**src/scg_map.svh**
```systemverilog
// Register offsets, field positions and reset values of the unit clock gating block
`ifndef SCG_MAP_SVH
`define SCG_MAP_SVH
`define SCG_ADDR_W 12
`define SCG_OFF_RUN 12'h100
`define SCG_OFF_SLEEP 12'h110
`define SCG_OFF_DEEP 12'h120
`define SCG_OFF_CFG 12'h060
`define SCG_OFF_STAT 12'h130
`define SCG_OFF_MASK 12'h134
`define SCG_BIT_PWM 20
`define SCG_BIT_CONV 16
`define SCG_RATE_HI 9
`define SCG_RATE_LO 8
`define SCG_BIT_WDOG 3
`define SCG_GATE_WMASK 32'h0011_0308
`define SCG_GATE_RST 32'h0000_0000
`define SCG_BIT_AUTO 0
`define SCG_CFG_WMASK 32'h0000_0001
`define SCG_CFG_RST 32'h0000_0000
`define SCG_RATE_RST 2'h0
`define SCG_EVT_W 2
`define SCG_EVT_FAULT 0
`define SCG_EVT_MODE 1
`define SCG_NUNITS 3
`endif

```
**src/scg_pkg.sv**
```systemverilog
// Types shared by the unit clock gating block
package scg_pkg;
    typedef enum logic [1:0] {
        SCG_RUN,
        SCG_SLEEP,
        SCG_DEEP
    } scg_pwr_e;
    typedef struct packed {
        logic pwm;
        logic conv;
        logic wdog;
    } scg_units_s;
    typedef struct packed {
        logic [11:0] addr;
        logic [31:0] wdata;
        logic wr;
        logic rd;
    } scg_req_s;
endpackage

```
**src/scg_gate_reg.sv**
```systemverilog
// One gating register: writable fields only, reserved bits held at zero
`timescale 1ns/100ps
`include "scg_map.svh"
module scg_gate_reg (
    // Clock and reset
    input wire logic core_clk,
    input wire logic rst,
    // Write access
    input wire logic we,
    input wire logic [31:0] wdata,
    // Register value
    output logic [31:0] value
);
    logic [31:0] next_value;

    // Reserved bits ignore writes and read as zero
    assign next_value = wdata & `SCG_GATE_WMASK;

    always_ff @(posedge core_clk) begin
        if (rst) begin
            value <= `SCG_GATE_RST;
        end else if (we) begin
            value <= next_value;
        end
    end
endmodule

```
**src/scg_unit_sel.sv**
```systemverilog
// Picks the gating register for the current power state when auto gating is on, else the run register
`timescale 1ns/100ps
`include "scg_map.svh"
module scg_unit_sel (
    // Power state and mode
    input wire scg_pkg::scg_pwr_e pwr,
    input wire logic auto_gating_select,
    // Gating registers
    input wire logic [31:0] run_gate,
    input wire logic [31:0] sleep_gate,
    input wire logic [31:0] deep_gate,
    // Selected register
    output logic [31:0] sel_gate
);
    wire use_sleep = auto_gating_select && (pwr == scg_pkg::SCG_SLEEP);
    wire use_deep = auto_gating_select && (pwr == scg_pkg::SCG_DEEP);

    assign sel_gate = use_deep ? deep_gate : (use_sleep ? sleep_gate : run_gate);
endmodule

```
**src/scg_top.sv**
```systemverilog
// Unit clock gating controller with register port, fault check and interrupt
//
// The plain strobed port is this design's own decision.
`timescale 1ns/100ps
`include "scg_map.svh"
module scg_top (
    // Clock and reset
    input wire logic core_clk,
    input wire logic rst,
    // Register port
    input wire logic [11:0] reg_addr,
    input wire logic [31:0] reg_wdata,
    input wire logic reg_wr,
    input wire logic reg_rd,
    output logic [31:0] reg_rdata,
    // Power state from the power manager
    input wire scg_pkg::scg_pwr_e pwr_state,
    // Peripheral accesses from the system bus
    input wire logic [`SCG_NUNITS-1:0] periph_req,
    output logic [`SCG_NUNITS-1:0] periph_fault,
    // Unit clock enables and converter rate
    output scg_pkg::scg_units_s unit_clk_en,
    output logic [1:0] converter_sample_rate,
    // Interrupt
    output logic irq
);
    ////////////////////////////////////////////////////////////////////////////
    // Address decode
    scg_pkg::scg_req_s req;
    assign req = '{addr: reg_addr, wdata: reg_wdata, wr: reg_wr, rd: reg_rd};

    wire hit_run = req.addr == `SCG_OFF_RUN;
    wire hit_sleep = req.addr == `SCG_OFF_SLEEP;
    wire hit_deep = req.addr == `SCG_OFF_DEEP;
    wire hit_cfg = req.addr == `SCG_OFF_CFG;
    wire hit_stat = req.addr == `SCG_OFF_STAT;
    wire hit_mask = req.addr == `SCG_OFF_MASK;

    ////////////////////////////////////////////////////////////////////////////
    // Gating registers
    logic [31:0] run_unit_clock_gate;
    logic [31:0] sleep_unit_clock_gate;
    logic [31:0] deep_sleep_unit_clock_gate;
    logic [31:0] sel_gate;

    scg_gate_reg u_run (
        .core_clk(core_clk),
        .rst(rst),
        .we(req.wr && hit_run),
        .wdata(req.wdata),
        .value(run_unit_clock_gate)
    );
    scg_gate_reg u_sleep (
        .core_clk(core_clk),
        .rst(rst),
        .we(req.wr && hit_sleep),
        .wdata(req.wdata),
        .value(sleep_unit_clock_gate)
    );
    scg_gate_reg u_deep (
        .core_clk(core_clk),
        .rst(rst),
        .we(req.wr && hit_deep),
        .wdata(req.wdata),
        .value(deep_sleep_unit_clock_gate)
    );

    ////////////////////////////////////////////////////////////////////////////
    // Run-mode clock configuration: auto gating bit
    logic [31:0] run_clock_config;
    logic auto_gating_select;

    always_ff @(posedge core_clk) begin
        if (rst) begin
            run_clock_config <= `SCG_CFG_RST;
        end else if (req.wr && hit_cfg) begin
            run_clock_config <= req.wdata & `SCG_CFG_WMASK;
        end
    end
    assign auto_gating_select = run_clock_config[`SCG_BIT_AUTO];

    scg_unit_sel u_sel (
        .pwr(pwr_state),
        .auto_gating_select(auto_gating_select),
        .run_gate(run_unit_clock_gate),
        .sleep_gate(sleep_unit_clock_gate),
        .deep_gate(deep_sleep_unit_clock_gate),
        .sel_gate(sel_gate)
    );

    ////////////////////////////////////////////////////////////////////////////
    // Effective enables, registered
    scg_pkg::scg_units_s next_en;
    logic [1:0] next_rate;
    assign next_en.pwm = sel_gate[`SCG_BIT_PWM];
    assign next_en.conv = sel_gate[`SCG_BIT_CONV];
    assign next_en.wdog = sel_gate[`SCG_BIT_WDOG];
    assign next_rate = sel_gate[`SCG_RATE_HI:`SCG_RATE_LO];

    always_ff @(posedge core_clk) begin
        if (rst) begin
            unit_clk_en <= '0;
            converter_sample_rate <= `SCG_RATE_RST;
        end else begin
            unit_clk_en <= next_en;
            converter_sample_rate <= next_rate;
        end
    end

    ////////////////////////////////////////////////////////////////////////////
    // Fault on access to an unclocked unit, one generate per unit
    logic [`SCG_NUNITS-1:0] en_vec;
    assign en_vec = unit_clk_en;

    genvar gi;
    generate
        for (gi = 0; gi < `SCG_NUNITS; gi++) begin : g_fault
            assign periph_fault[gi] = periph_req[gi] && !en_vec[gi];
        end
    endgenerate

    ////////////////////////////////////////////////////////////////////////////
    // Interrupt status and mask
    logic [`SCG_EVT_W-1:0] irq_status;
    logic [`SCG_EVT_W-1:0] irq_mask;
    logic [`SCG_EVT_W-1:0] evt;
    logic [`SCG_EVT_W-1:0] w1c;
    scg_pkg::scg_pwr_e pwr_q;

    always_ff @(posedge core_clk) begin
        if (rst) begin
            pwr_q <= scg_pkg::SCG_RUN;
        end else begin
            pwr_q <= pwr_state;
        end
    end

    assign evt[`SCG_EVT_FAULT] = |periph_fault;
    assign evt[`SCG_EVT_MODE] = pwr_q != pwr_state;
    assign w1c = (req.wr && hit_stat) ? req.wdata[`SCG_EVT_W-1:0] : '0;

    // Setting wins over a clear in the same cycle
    always_ff @(posedge core_clk) begin
        if (rst) begin
            irq_status <= '0;
            irq_mask <= '0;
        end else begin
            irq_status <= (irq_status & ~w1c) | evt;
            if (req.wr && hit_mask) begin
                irq_mask <= req.wdata[`SCG_EVT_W-1:0];
            end
        end
    end
    assign irq = |(irq_status & irq_mask);

    ////////////////////////////////////////////////////////////////////////////
    // Read data, one cycle after the strobe
    logic [31:0] rd_mux;
    assign rd_mux = hit_run ? run_unit_clock_gate :
                    hit_sleep ? sleep_unit_clock_gate :
                    hit_deep ? deep_sleep_unit_clock_gate :
                    hit_cfg ? run_clock_config :
                    hit_stat ? {30'h0, irq_status} :
                    hit_mask ? {30'h0, irq_mask} : 32'h0000_0000;

    always_ff @(posedge core_clk) begin
        if (rst) begin
            reg_rdata <= 32'h0000_0000;
        end else if (req.rd) begin
            reg_rdata <= rd_mux;
        end else begin
            reg_rdata <= 32'h0000_0000;
        end
    end

    ////////////////////////////////////////////////////////////////////////////
    // Assertions
    a_fault_when_gated: assert property (@(posedge core_clk) disable iff (rst)
        periph_req[2] && !unit_clk_en.pwm |-> periph_fault[2])
        else $error("access to gated waveform unit did not fault");
    a_conv_gated_fault: assert property (@(posedge core_clk) disable iff (rst)
        periph_req[1] && !unit_clk_en.conv |-> periph_fault[1])
        else $error("access to gated converter did not fault");
    a_wdog_gated_fault: assert property (@(posedge core_clk) disable iff (rst)
        periph_req[0] && !unit_clk_en.wdog |-> periph_fault[0])
        else $error("access to gated watchdog did not fault");
    a_wdog_follows_sel: assert property (@(posedge core_clk) disable iff (rst)
        1'b1 |=> unit_clk_en.wdog == $past(sel_gate[`SCG_BIT_WDOG]))
        else $error("watchdog enable does not follow selected register");
    a_run_when_manual: assert property (@(posedge core_clk) disable iff (rst)
        !auto_gating_select |=> unit_clk_en.conv == $past(run_unit_clock_gate[`SCG_BIT_CONV]))
        else $error("converter enable not from run register with auto gating off");
    a_deep_selects: assert property (@(posedge core_clk) disable iff (rst)
        auto_gating_select && pwr_state == scg_pkg::SCG_DEEP
        |=> unit_clk_en.pwm == $past(deep_sleep_unit_clock_gate[`SCG_BIT_PWM]))
        else $error("deep-sleep register not applied");
    a_sleep_selects: assert property (@(posedge core_clk) disable iff (rst)
        auto_gating_select && pwr_state == scg_pkg::SCG_SLEEP
        |=> unit_clk_en.conv == $past(sleep_unit_clock_gate[`SCG_BIT_CONV]))
        else $error("sleep register not applied");
    a_run_selects: assert property (@(posedge core_clk) disable iff (rst)
        pwr_state == scg_pkg::SCG_RUN
        |=> unit_clk_en.pwm == $past(run_unit_clock_gate[`SCG_BIT_PWM]))
        else $error("run register not applied in run state");
    a_reserved_zero: assert property (@(posedge core_clk) disable iff (rst)
        (sleep_unit_clock_gate & ~`SCG_GATE_WMASK) == 32'h0)
        else $error("reserved gating bit set");
    a_run_reserved: assert property (@(posedge core_clk) disable iff (rst)
        (run_unit_clock_gate & ~`SCG_GATE_WMASK) == 32'h0)
        else $error("reserved run gating bit set");
    a_deep_reserved: assert property (@(posedge core_clk) disable iff (rst)
        (deep_sleep_unit_clock_gate & ~`SCG_GATE_WMASK) == 32'h0)
        else $error("reserved deep-sleep gating bit set");
    a_cfg_reserved: assert property (@(posedge core_clk) disable iff (rst)
        (run_clock_config & ~`SCG_CFG_WMASK) == 32'h0)
        else $error("reserved configuration bit set");
    a_deep_write_kept: assert property (@(posedge core_clk) disable iff (rst)
        req.wr && hit_deep
        |=> deep_sleep_unit_clock_gate == ($past(req.wdata) & `SCG_GATE_WMASK))
        else $error("deep-sleep register write not stored");
    a_sleep_write_kept: assert property (@(posedge core_clk) disable iff (rst)
        req.wr && hit_sleep
        |=> sleep_unit_clock_gate == ($past(req.wdata) & `SCG_GATE_WMASK))
        else $error("sleep register write not stored");
    a_run_write_kept: assert property (@(posedge core_clk) disable iff (rst)
        req.wr && hit_run
        |=> run_unit_clock_gate == ($past(req.wdata) & `SCG_GATE_WMASK))
        else $error("run register write not stored");
    a_sleep_read: assert property (@(posedge core_clk) disable iff (rst)
        req.rd && hit_sleep |=> reg_rdata == $past(sleep_unit_clock_gate))
        else $error("sleep register read mismatch");
    a_unmapped_read: assert property (@(posedge core_clk) disable iff (rst)
        req.rd && !(hit_run || hit_sleep || hit_deep || hit_cfg || hit_stat || hit_mask)
        |=> reg_rdata == 32'h0)
        else $error("unmapped read not zero");
    a_rate_field: assert property (@(posedge core_clk) disable iff (rst)
        1'b1 |=> converter_sample_rate == $past(sel_gate[`SCG_RATE_HI:`SCG_RATE_LO]))
        else $error("converter rate does not follow register");
    a_deep_rate: assert property (@(posedge core_clk) disable iff (rst)
        auto_gating_select && pwr_state == scg_pkg::SCG_DEEP
        |=> converter_sample_rate == $past(deep_sleep_unit_clock_gate[`SCG_RATE_HI:`SCG_RATE_LO]))
        else $error("deep-sleep rate not applied");
    a_reset_gated: assert property (@(posedge core_clk)
        rst |=> unit_clk_en == '0 && run_unit_clock_gate == 32'h0)
        else $error("enables not cleared by reset");
    a_reset_rate: assert property (@(posedge core_clk)
        rst |=> converter_sample_rate == 2'h0 && sleep_unit_clock_gate == 32'h0)
        else $error("rate or sleep register not cleared by reset");
    a_enable_no_fault: assert property (@(posedge core_clk) disable iff (rst)
        unit_clk_en.conv |-> !periph_fault[1])
        else $error("fault on clocked converter");
    a_fault_sets_status: assert property (@(posedge core_clk) disable iff (rst)
        |periph_fault |=> irq_status[`SCG_EVT_FAULT])
        else $error("fault event not recorded");
    a_mode_sets_status: assert property (@(posedge core_clk) disable iff (rst)
        pwr_q != pwr_state |=> irq_status[`SCG_EVT_MODE])
        else $error("power state change not recorded");

    c_fault_seen: cover property (@(posedge core_clk) disable iff (rst) |periph_fault);
    c_deep_auto: cover property (@(posedge core_clk) disable iff (rst)
        auto_gating_select && pwr_state == scg_pkg::SCG_DEEP && unit_clk_en.wdog);
    c_sleep_auto: cover property (@(posedge core_clk) disable iff (rst)
        auto_gating_select && pwr_state == scg_pkg::SCG_SLEEP && unit_clk_en.conv);
    c_set_beats_clear: cover property (@(posedge core_clk) disable iff (rst)
        (|periph_fault) && w1c[`SCG_EVT_FAULT]);
    c_irq_raised: cover property (@(posedge core_clk) disable iff (rst) $rose(irq));
endmodule

```
**config.mk**
```make
export PLATFORM = sky130hd
export DESIGN_NAME = scg_top
export DESIGN_NICKNAME = d
export VERILOG_FILES = /design/src/scg_pkg.sv /design/src/scg_gate_reg.sv /design/src/scg_unit_sel.sv /design/src/scg_top.sv
export VERILOG_INCLUDE_DIRS = /design/src
export SDC_FILE = /design/constraint.sdc
export NUM_CORES = 1
export LEC_CHECK = 0
export ABC_AREA = 1
export BUFFER_PORTS_ARGS = -buffer_cell sky130_fd_sc_hd__buf_4
export CAP_MARGIN = 30
export CORE_UTILIZATION = 42
export CTS_CLUSTER_DIAMETER = 80
export CTS_CLUSTER_SIZE = 10
export DETAILED_ROUTE_END_ITERATION = 6
export PLACE_DENSITY = 0.77
export SYNTH_ARGS = -nofsm -noshare
export SYNTH_HDL_FRONTEND = slang
export SYNTH_SLANG_ARGS = --single-unit
```
**constraint.sdc**
```tcl
create_clock -name core_clk -period 1.1 [get_ports core_clk]
set_clock_uncertainty 0.05 [all_clocks]
set_input_delay 0.11 -clock core_clk [delete_from_list [all_inputs] [get_ports core_clk]]
set_output_delay 0.11 -clock core_clk [all_outputs]
set_load 0.02 [all_outputs]
```
[Word-level counts from Yosys, hierarchy flattened]
Index checks and enable logic that the tools add are counted.
W data, S select, Z words.
Storage, ports and cells
  bits in registers: 59
  input bits: 53
  output and inout port bits: 41
  logic and storage cells: 58
Cells by class
  equality and inequality tests: 9
  muxes and demuxes: 9
  bitwise logic cells: 5
  reductions and logical operators: 20
Operators by type and width (number)
  $mux W21: 5
  $eq A12 B9 Y1 const B: 5
  $eq A12 B7 Y1 const B: 1
  $logic_and A1 B1 Y1: 11
  $mux W2: 4
  $reduce_or A7 Y1: 1
  $reduce_or A6 Y1: 1
  $reduce_or A5 Y1: 1
  $and A2 B2 Y2: 2
  $reduce_or A2 Y1: 2
  $logic_not A1 Y1: 3
  $reduce_or A3 Y1: 1
  $eq A2 B1 Y1 const B: 1
  $eq A2 B2 Y1 const B: 1
  $ne A2 B2 Y1: 1
  $not A2 Y2: 1
  $or A2 B2 Y2: 1
  $not A1 Y1: 1

[Logic depth before layout (Yosys ltp)]
  depth in word-level cells: 7
  mapped depth: 9
  mapped depth without buffers: 9

[By module]
Synthesis repeated with hierarchy kept, for this count alone.
Unflattened totals
  cell total of the unflattened synthesis: 775
  area total of the unflattened synthesis: 4719.5 um2
Modules (own cells, without submodules)
  scg_top: instances 1, cells an instance 352, area each 2481.1 um2, sequential area each 880.8 um2
  scg_gate_reg: instances 3, cells an instance 60, area each 415.4 um2, sequential area each 100.1 um2
  scg_unit_sel: instances 1, cells an instance 243, area each 992.2 um2, sequential area each 0.0 um2

[Worst setup path after synthesis]
No wires, ideal clock.
  kind: register to register
  start: register run_clock_config[0]
  end: register converter_sample_rate[0]
  library setup time: 115 ps
  data arrival time: 927 ps
  data required time: 935 ps
  setup slack: 7 ps
  cell stages (with the launch flop): 6
  buffers on the path: 0
  period minus slack after synthesis: 1093 ps
  path through: dfxtp_1 inv_1 nor3_2 a21oi_1 o21ai_0 inv_1
Between the ends
  cells in the longest elaborated chain, start to end: 3
  elaborated cells between the ends (all ways): 4
  those cells by class: 2 x mux; 2 x reduce/logical
RTL lines
  from (decl): RTL line scg_top.sv:70  | logic [31:0] run_clock_config;
  from (signal assigned): RTL line scg_top.sv:75  | run_clock_config <= `SCG_CFG_RST;
  from (signal assigned): RTL line scg_top.sv:77  | run_clock_config <= req.wdata & `SCG_CFG_WMASK;
  $logic_and A1 B1 Y1: RTL line scg_unit_sel.sv:15  | wire use_sleep = auto_gating_select && (pwr == scg_pkg::SCG_SLEEP);
  $mux W21: RTL line scg_unit_sel.sv:18  | assign sel_gate = use_deep ? deep_gate : (use_sleep ? sleep_gate : run_gate);
  $mux W21 *: RTL line scg_unit_sel.sv:18
  to (signal assigned): RTL line scg_top.sv:103  | converter_sample_rate <= `SCG_RATE_RST;
  to (signal assigned): RTL line scg_top.sv:106  | converter_sample_rate <= next_rate;
  to (decl): RTL line scg_top.sv:23  | output logic [1:0] converter_sample_rate,
Mark *: on every way between the ends. The rest lies on a longest branch, timed or not.
A chain may end at the register's enable or synchronous reset.

[Worst setup path after layout]
  start: register irq_status[1]
  end: output port irq
Between the ends
  cells in the longest elaborated chain, start to end: 2
RTL lines
  from (decl): RTL line scg_top.sv:124  | logic [`SCG_EVT_W-1:0] irq_status;
  from (signal assigned): RTL line scg_top.sv:148  | irq_status <= (irq_status & ~w1c) | evt;
  $and A2 B2 Y2: RTL line scg_top.sv:154  | assign irq = |(irq_status & irq_mask);
  $reduce_or A2 Y1: RTL line scg_top.sv:154
  to (decl): RTL line scg_top.sv:25  | output logic irq
No other way between the ends.

==> results.txt <==
The flow ran to the end, and the final reports show no timing, DRC or antenna violations. The ratio of final minimum period to clock period is 98.6%. Across the VDD grid, the largest voltage drop is 0.646 mV. The area of the die came out at 5120 µm². The worst setup path is launched from a register. The relative area change from synthesis to final layout is 25.7%. For this block, the via count after detailed routing is 1910. The power per standard cell area is 990 nW/µm². The slowest stage of the critical path is the sky130_fd_sc_hd__dfxtp_2 cell. The final-stage net count came out at 411. For this run, the register share of the synthesized area comes to 33.5%. Timing would allow up to 0.922 GHz. The final antenna-violating net count came out at 0. The vertical extent of the die is 71.6 µm. The per-cell routed wire length is 11.4 µm. The number of CTS-inserted buffers is 5. For the worst setup path, the data required time is 940 ps. The clock reaches the later pin of the worst-skew pair after 290 ps.

The count of buffers added on input and output ports is 43. The number of enable-type register cells in the synthesized netlist came out at 0. The HPWL after detailed placement is 3.39 mm.

Row generation in the floorplan step produced 24 rows. Setup slack on the critical path of the routed design comes to 14.9 ps. The top fanout value on the critical path is 2. The async set or reset register ratio after synthesis is 0%. For this run the aggregate overflow at the end of global routing stands at 0.

The share of post-route cells with drive strength above 1 came out at 29.7%. The netlist area before placement is 2030 µm². The synthesized area divided by synthesized cell count came out at 6.86 µm². By startpoint and endpoint, the worst setup path is classified as reg -> out. The hold violation count in the final report is 0. The global routing usage summed across all routing layers is 18.5%. STA classifies the critical path endpoint as a primary output. The largest incremental delay on the critical path is 330 ps. The post-synthesis instance total came out at 296. The final max-slew violation count came to 0. The setup TNS is 0 ps. Entering global routing, the biggest net connects 15 pins. The number of H-tree branching levels is 2. For the worst setup path, the data arrival time is 930 ps. The clock net sink count is 34.

The number of max-capacitance violations reported came out at 0. During I/O placement, the number of pins put on the boundary was 94. The wire length of the first global-routing pass is 7.38 mm. Setup repair after global routing could not meet its margin everywhere. The count of placed standard cells in the final layout, fillers left out is 409. The filler cells instantiated in the layout total 448. The number of cells in the design after placement came out at 400. The CTS tree is yes.

The final period demand of the worst path came out at 1090 ps. The total routed wirelength came out at 4.68 mm. The chip width is 71.6 µm. The master cell of the clock root buffer is sky130_fd_sc_hd__clkbuf_8. At the placement stage, the worst setup path has a slack of -132 ps.

The predominant post-synthesis flop cell is sky130_fd_sc_hd__dfxtp_1. The number of diodes came out at 0. The post-synthesis sequential element count came out at 34. The critical path goes through inv_2, o21ai_1, buf_4. Clock-pin slew was measured on the worst setup and hold paths at 70 ps. The core area came out at 4500 µm². The total leakage power came out at 1.38 nW. The utilization of the core after routing is 56.7%.

The starting density of the core is 45.1%. The number of distinct library cells after synthesis came out at 29. The final worst hold slack is 19.5 ps.

The number of global-route vias before repair came out at 1684. The combined buffer and inverter count along the critical path is 2. The number of DRC violations after detailed-routing iteration 0 came out at 164.

The total iterations of the first detailed-routing run is 4. Setup violations remaining at the end of the flow were counted as 0. The via density per instance is 4.67. In this run the worst hold path is classified as in -> reg. The initial antenna violation count is 0. The number of warning messages in the yosys log came out at 0. The worst-case clock buffer depth is 2. On the critical path the largest part of the delay comes from flip-flops. After detailed routing, the number of remaining DRC violations is 0. The placer congestion estimate came out at 0.879.
[report_power, final]
group / total (mW) / internal (mW) / switching (mW)
combinational: 0.366 / 0.130 / 0.236
clock: 0.915 / 0.482 / 0.433
sequential: 1.25 / 1.24 / 0.00546
total: 2.53 / 1.85 / 0.674
[routing by layer]
layer,track usage (%),vias up,wire (µm)
li1,-,988,-
met1,23.3,834,1990
met2,31.3,79,2250
met3,4.08,9,356
met4,6.54,0,72
met5,0,-,0
[synthesized netlist by cell type, types with 2 or more instances]
master / count / area, µm²
sky130_fd_sc_hd__a21oi_1: 17 / 85.1
sky130_fd_sc_hd__buf_4: 25 / 188
sky130_fd_sc_hd__clkbuf_1: 2 / 7.51
sky130_fd_sc_hd__dfxtp_1: 34 / 681
sky130_fd_sc_hd__inv_1: 39 / 146
sky130_fd_sc_hd__inv_2: 4 / 15.0
sky130_fd_sc_hd__nand2_1: 63 / 236
sky130_fd_sc_hd__nand2_2: 4 / 25.0
sky130_fd_sc_hd__nand2_4: 4 / 45.0
sky130_fd_sc_hd__nand3_1: 6 / 30.0
sky130_fd_sc_hd__nand3_4: 2 / 35.0
sky130_fd_sc_hd__nand4_1: 9 / 56.3
sky130_fd_sc_hd__nor2_1: 41 / 154
sky130_fd_sc_hd__nor2_2: 6 / 37.5
sky130_fd_sc_hd__nor2_8: 3 / 60.1
sky130_fd_sc_hd__nor3_1: 4 / 20.0
sky130_fd_sc_hd__o211ai_1: 4 / 30.0
sky130_fd_sc_hd__o21ai_0: 17 / 85.1
sky130_fd_sc_hd__xor2_1: 2 / 17.5
[repair_timing]
action	in CTS	in global routing
resized for setup	6	18
setup endpoints to repair	3	7
pin swaps	1	5
hold buffers	0	0
setup buffers	0	1
gates cloned	1	1
[area by class of cell]
class / instances / area [µm²] / share of cell area [%]
multi-input cells: 212 / 1080 / 42.4
flip-flops and latches: 34 / 684 / 26.8
repair buffers: 60 / 465 / 18.2
inverters: 45 / 175 / 6.86
clock buffers: 6 / 82.6 / 3.23
well taps: 52 / 65.1 / 2.55
[cells by family (layout without fill, tap and decap cells)]
logic type | Yosys count | after routing | share of synthesized area, %
AO/OA/AOI/OAI | 40 | 40 | 10.5
XOR/XNOR | 2 | 2 | 0.862
buffers and inverters | 74 | 111 | 19.0
flip-flops | 34 | 34 | 33.5
other | 1 | 25 | 0.185
AND/OR/NAND/NOR | 145 | 145 | 36.0
[path summary, 6_finish.rpt]
path	from	to	slack [ps]	cells after the start
setup / recovery	irq_status[1]$_SDFF_PP0_	irq	10	3
hold / removal	reg_wdata[20]	u_sleep.value[20]$_SDFFE_PP0P_	20	3
setup reg to reg	run_clock_config[0]$_SDFFE_PP0P_	converter_sample_rate[0]$_SDFF_PP0_	10	6
hold reg to reg	irq_status[1]$_SDFF_PP0_	irq_status[1]$_SDFF_PP0_	420	2
[sequential cells by signal (all words and copies together), names as in the netlist, 2 cells and up]
register               cells
converter_sample_rate      2
irq_mask                   2
irq_status                 2
pwr_q                      2
reg_rdata                  7
u_deep.value               5
u_run.value                5
u_sleep.value              5
unit_clk_en                3
[layout by cell type, fill, tap and decap left out, types with 3 or more instances in the layout]
master / Yosys / routed
sky130_fd_sc_hd__inv_2: 4 / 7
sky130_fd_sc_hd__dfxtp_2: 0 / 3
sky130_fd_sc_hd__nor2_8: 3 / 3
sky130_fd_sc_hd__nand2_2: 4 / 4
sky130_fd_sc_hd__inv_1: 39 / 36
sky130_fd_sc_hd__clkbuf_8: 0 / 6
sky130_fd_sc_hd__a21oi_1: 17 / 15
sky130_fd_sc_hd__nor2_2: 6 / 8
sky130_fd_sc_hd__buf_4: 25 / 55
sky130_fd_sc_hd__nand2_4: 4 / 4
sky130_fd_sc_hd__nand2_1: 63 / 63
sky130_fd_sc_hd__dfxtp_1: 34 / 31
sky130_fd_sc_hd__o211ai_1: 4 / 4
sky130_fd_sc_hd__conb_1: 1 / 25
sky130_fd_sc_hd__o21ai_1: 1 / 8
sky130_fd_sc_hd__o21ai_0: 17 / 9
sky130_fd_sc_hd__nor2_1: 41 / 39
sky130_fd_sc_hd__nand4_1: 9 / 9
sky130_fd_sc_hd__nor3_1: 4 / 4
sky130_fd_sc_hd__nand3_1: 6 / 5
[worst min-delay path, stage by stage]
cell,delay [ps]
sky130_fd_sc_hd__buf_4,90
sky130_fd_sc_hd__nor2_1,40
sky130_fd_sc_hd__nor2_1,80
[per-stage QoR]
stage	total power, mW	instance area, µm²
2_1_floorplan	1.54	2120
3_3_place_gp	1.62	2420
3_5_place_dp	1.63	2420
4_1_cts	2.53	2510
5_1_grt	2.63	2550
6_report	2.53	2550
No activity file was read; power rests on OpenSTA's default activity.
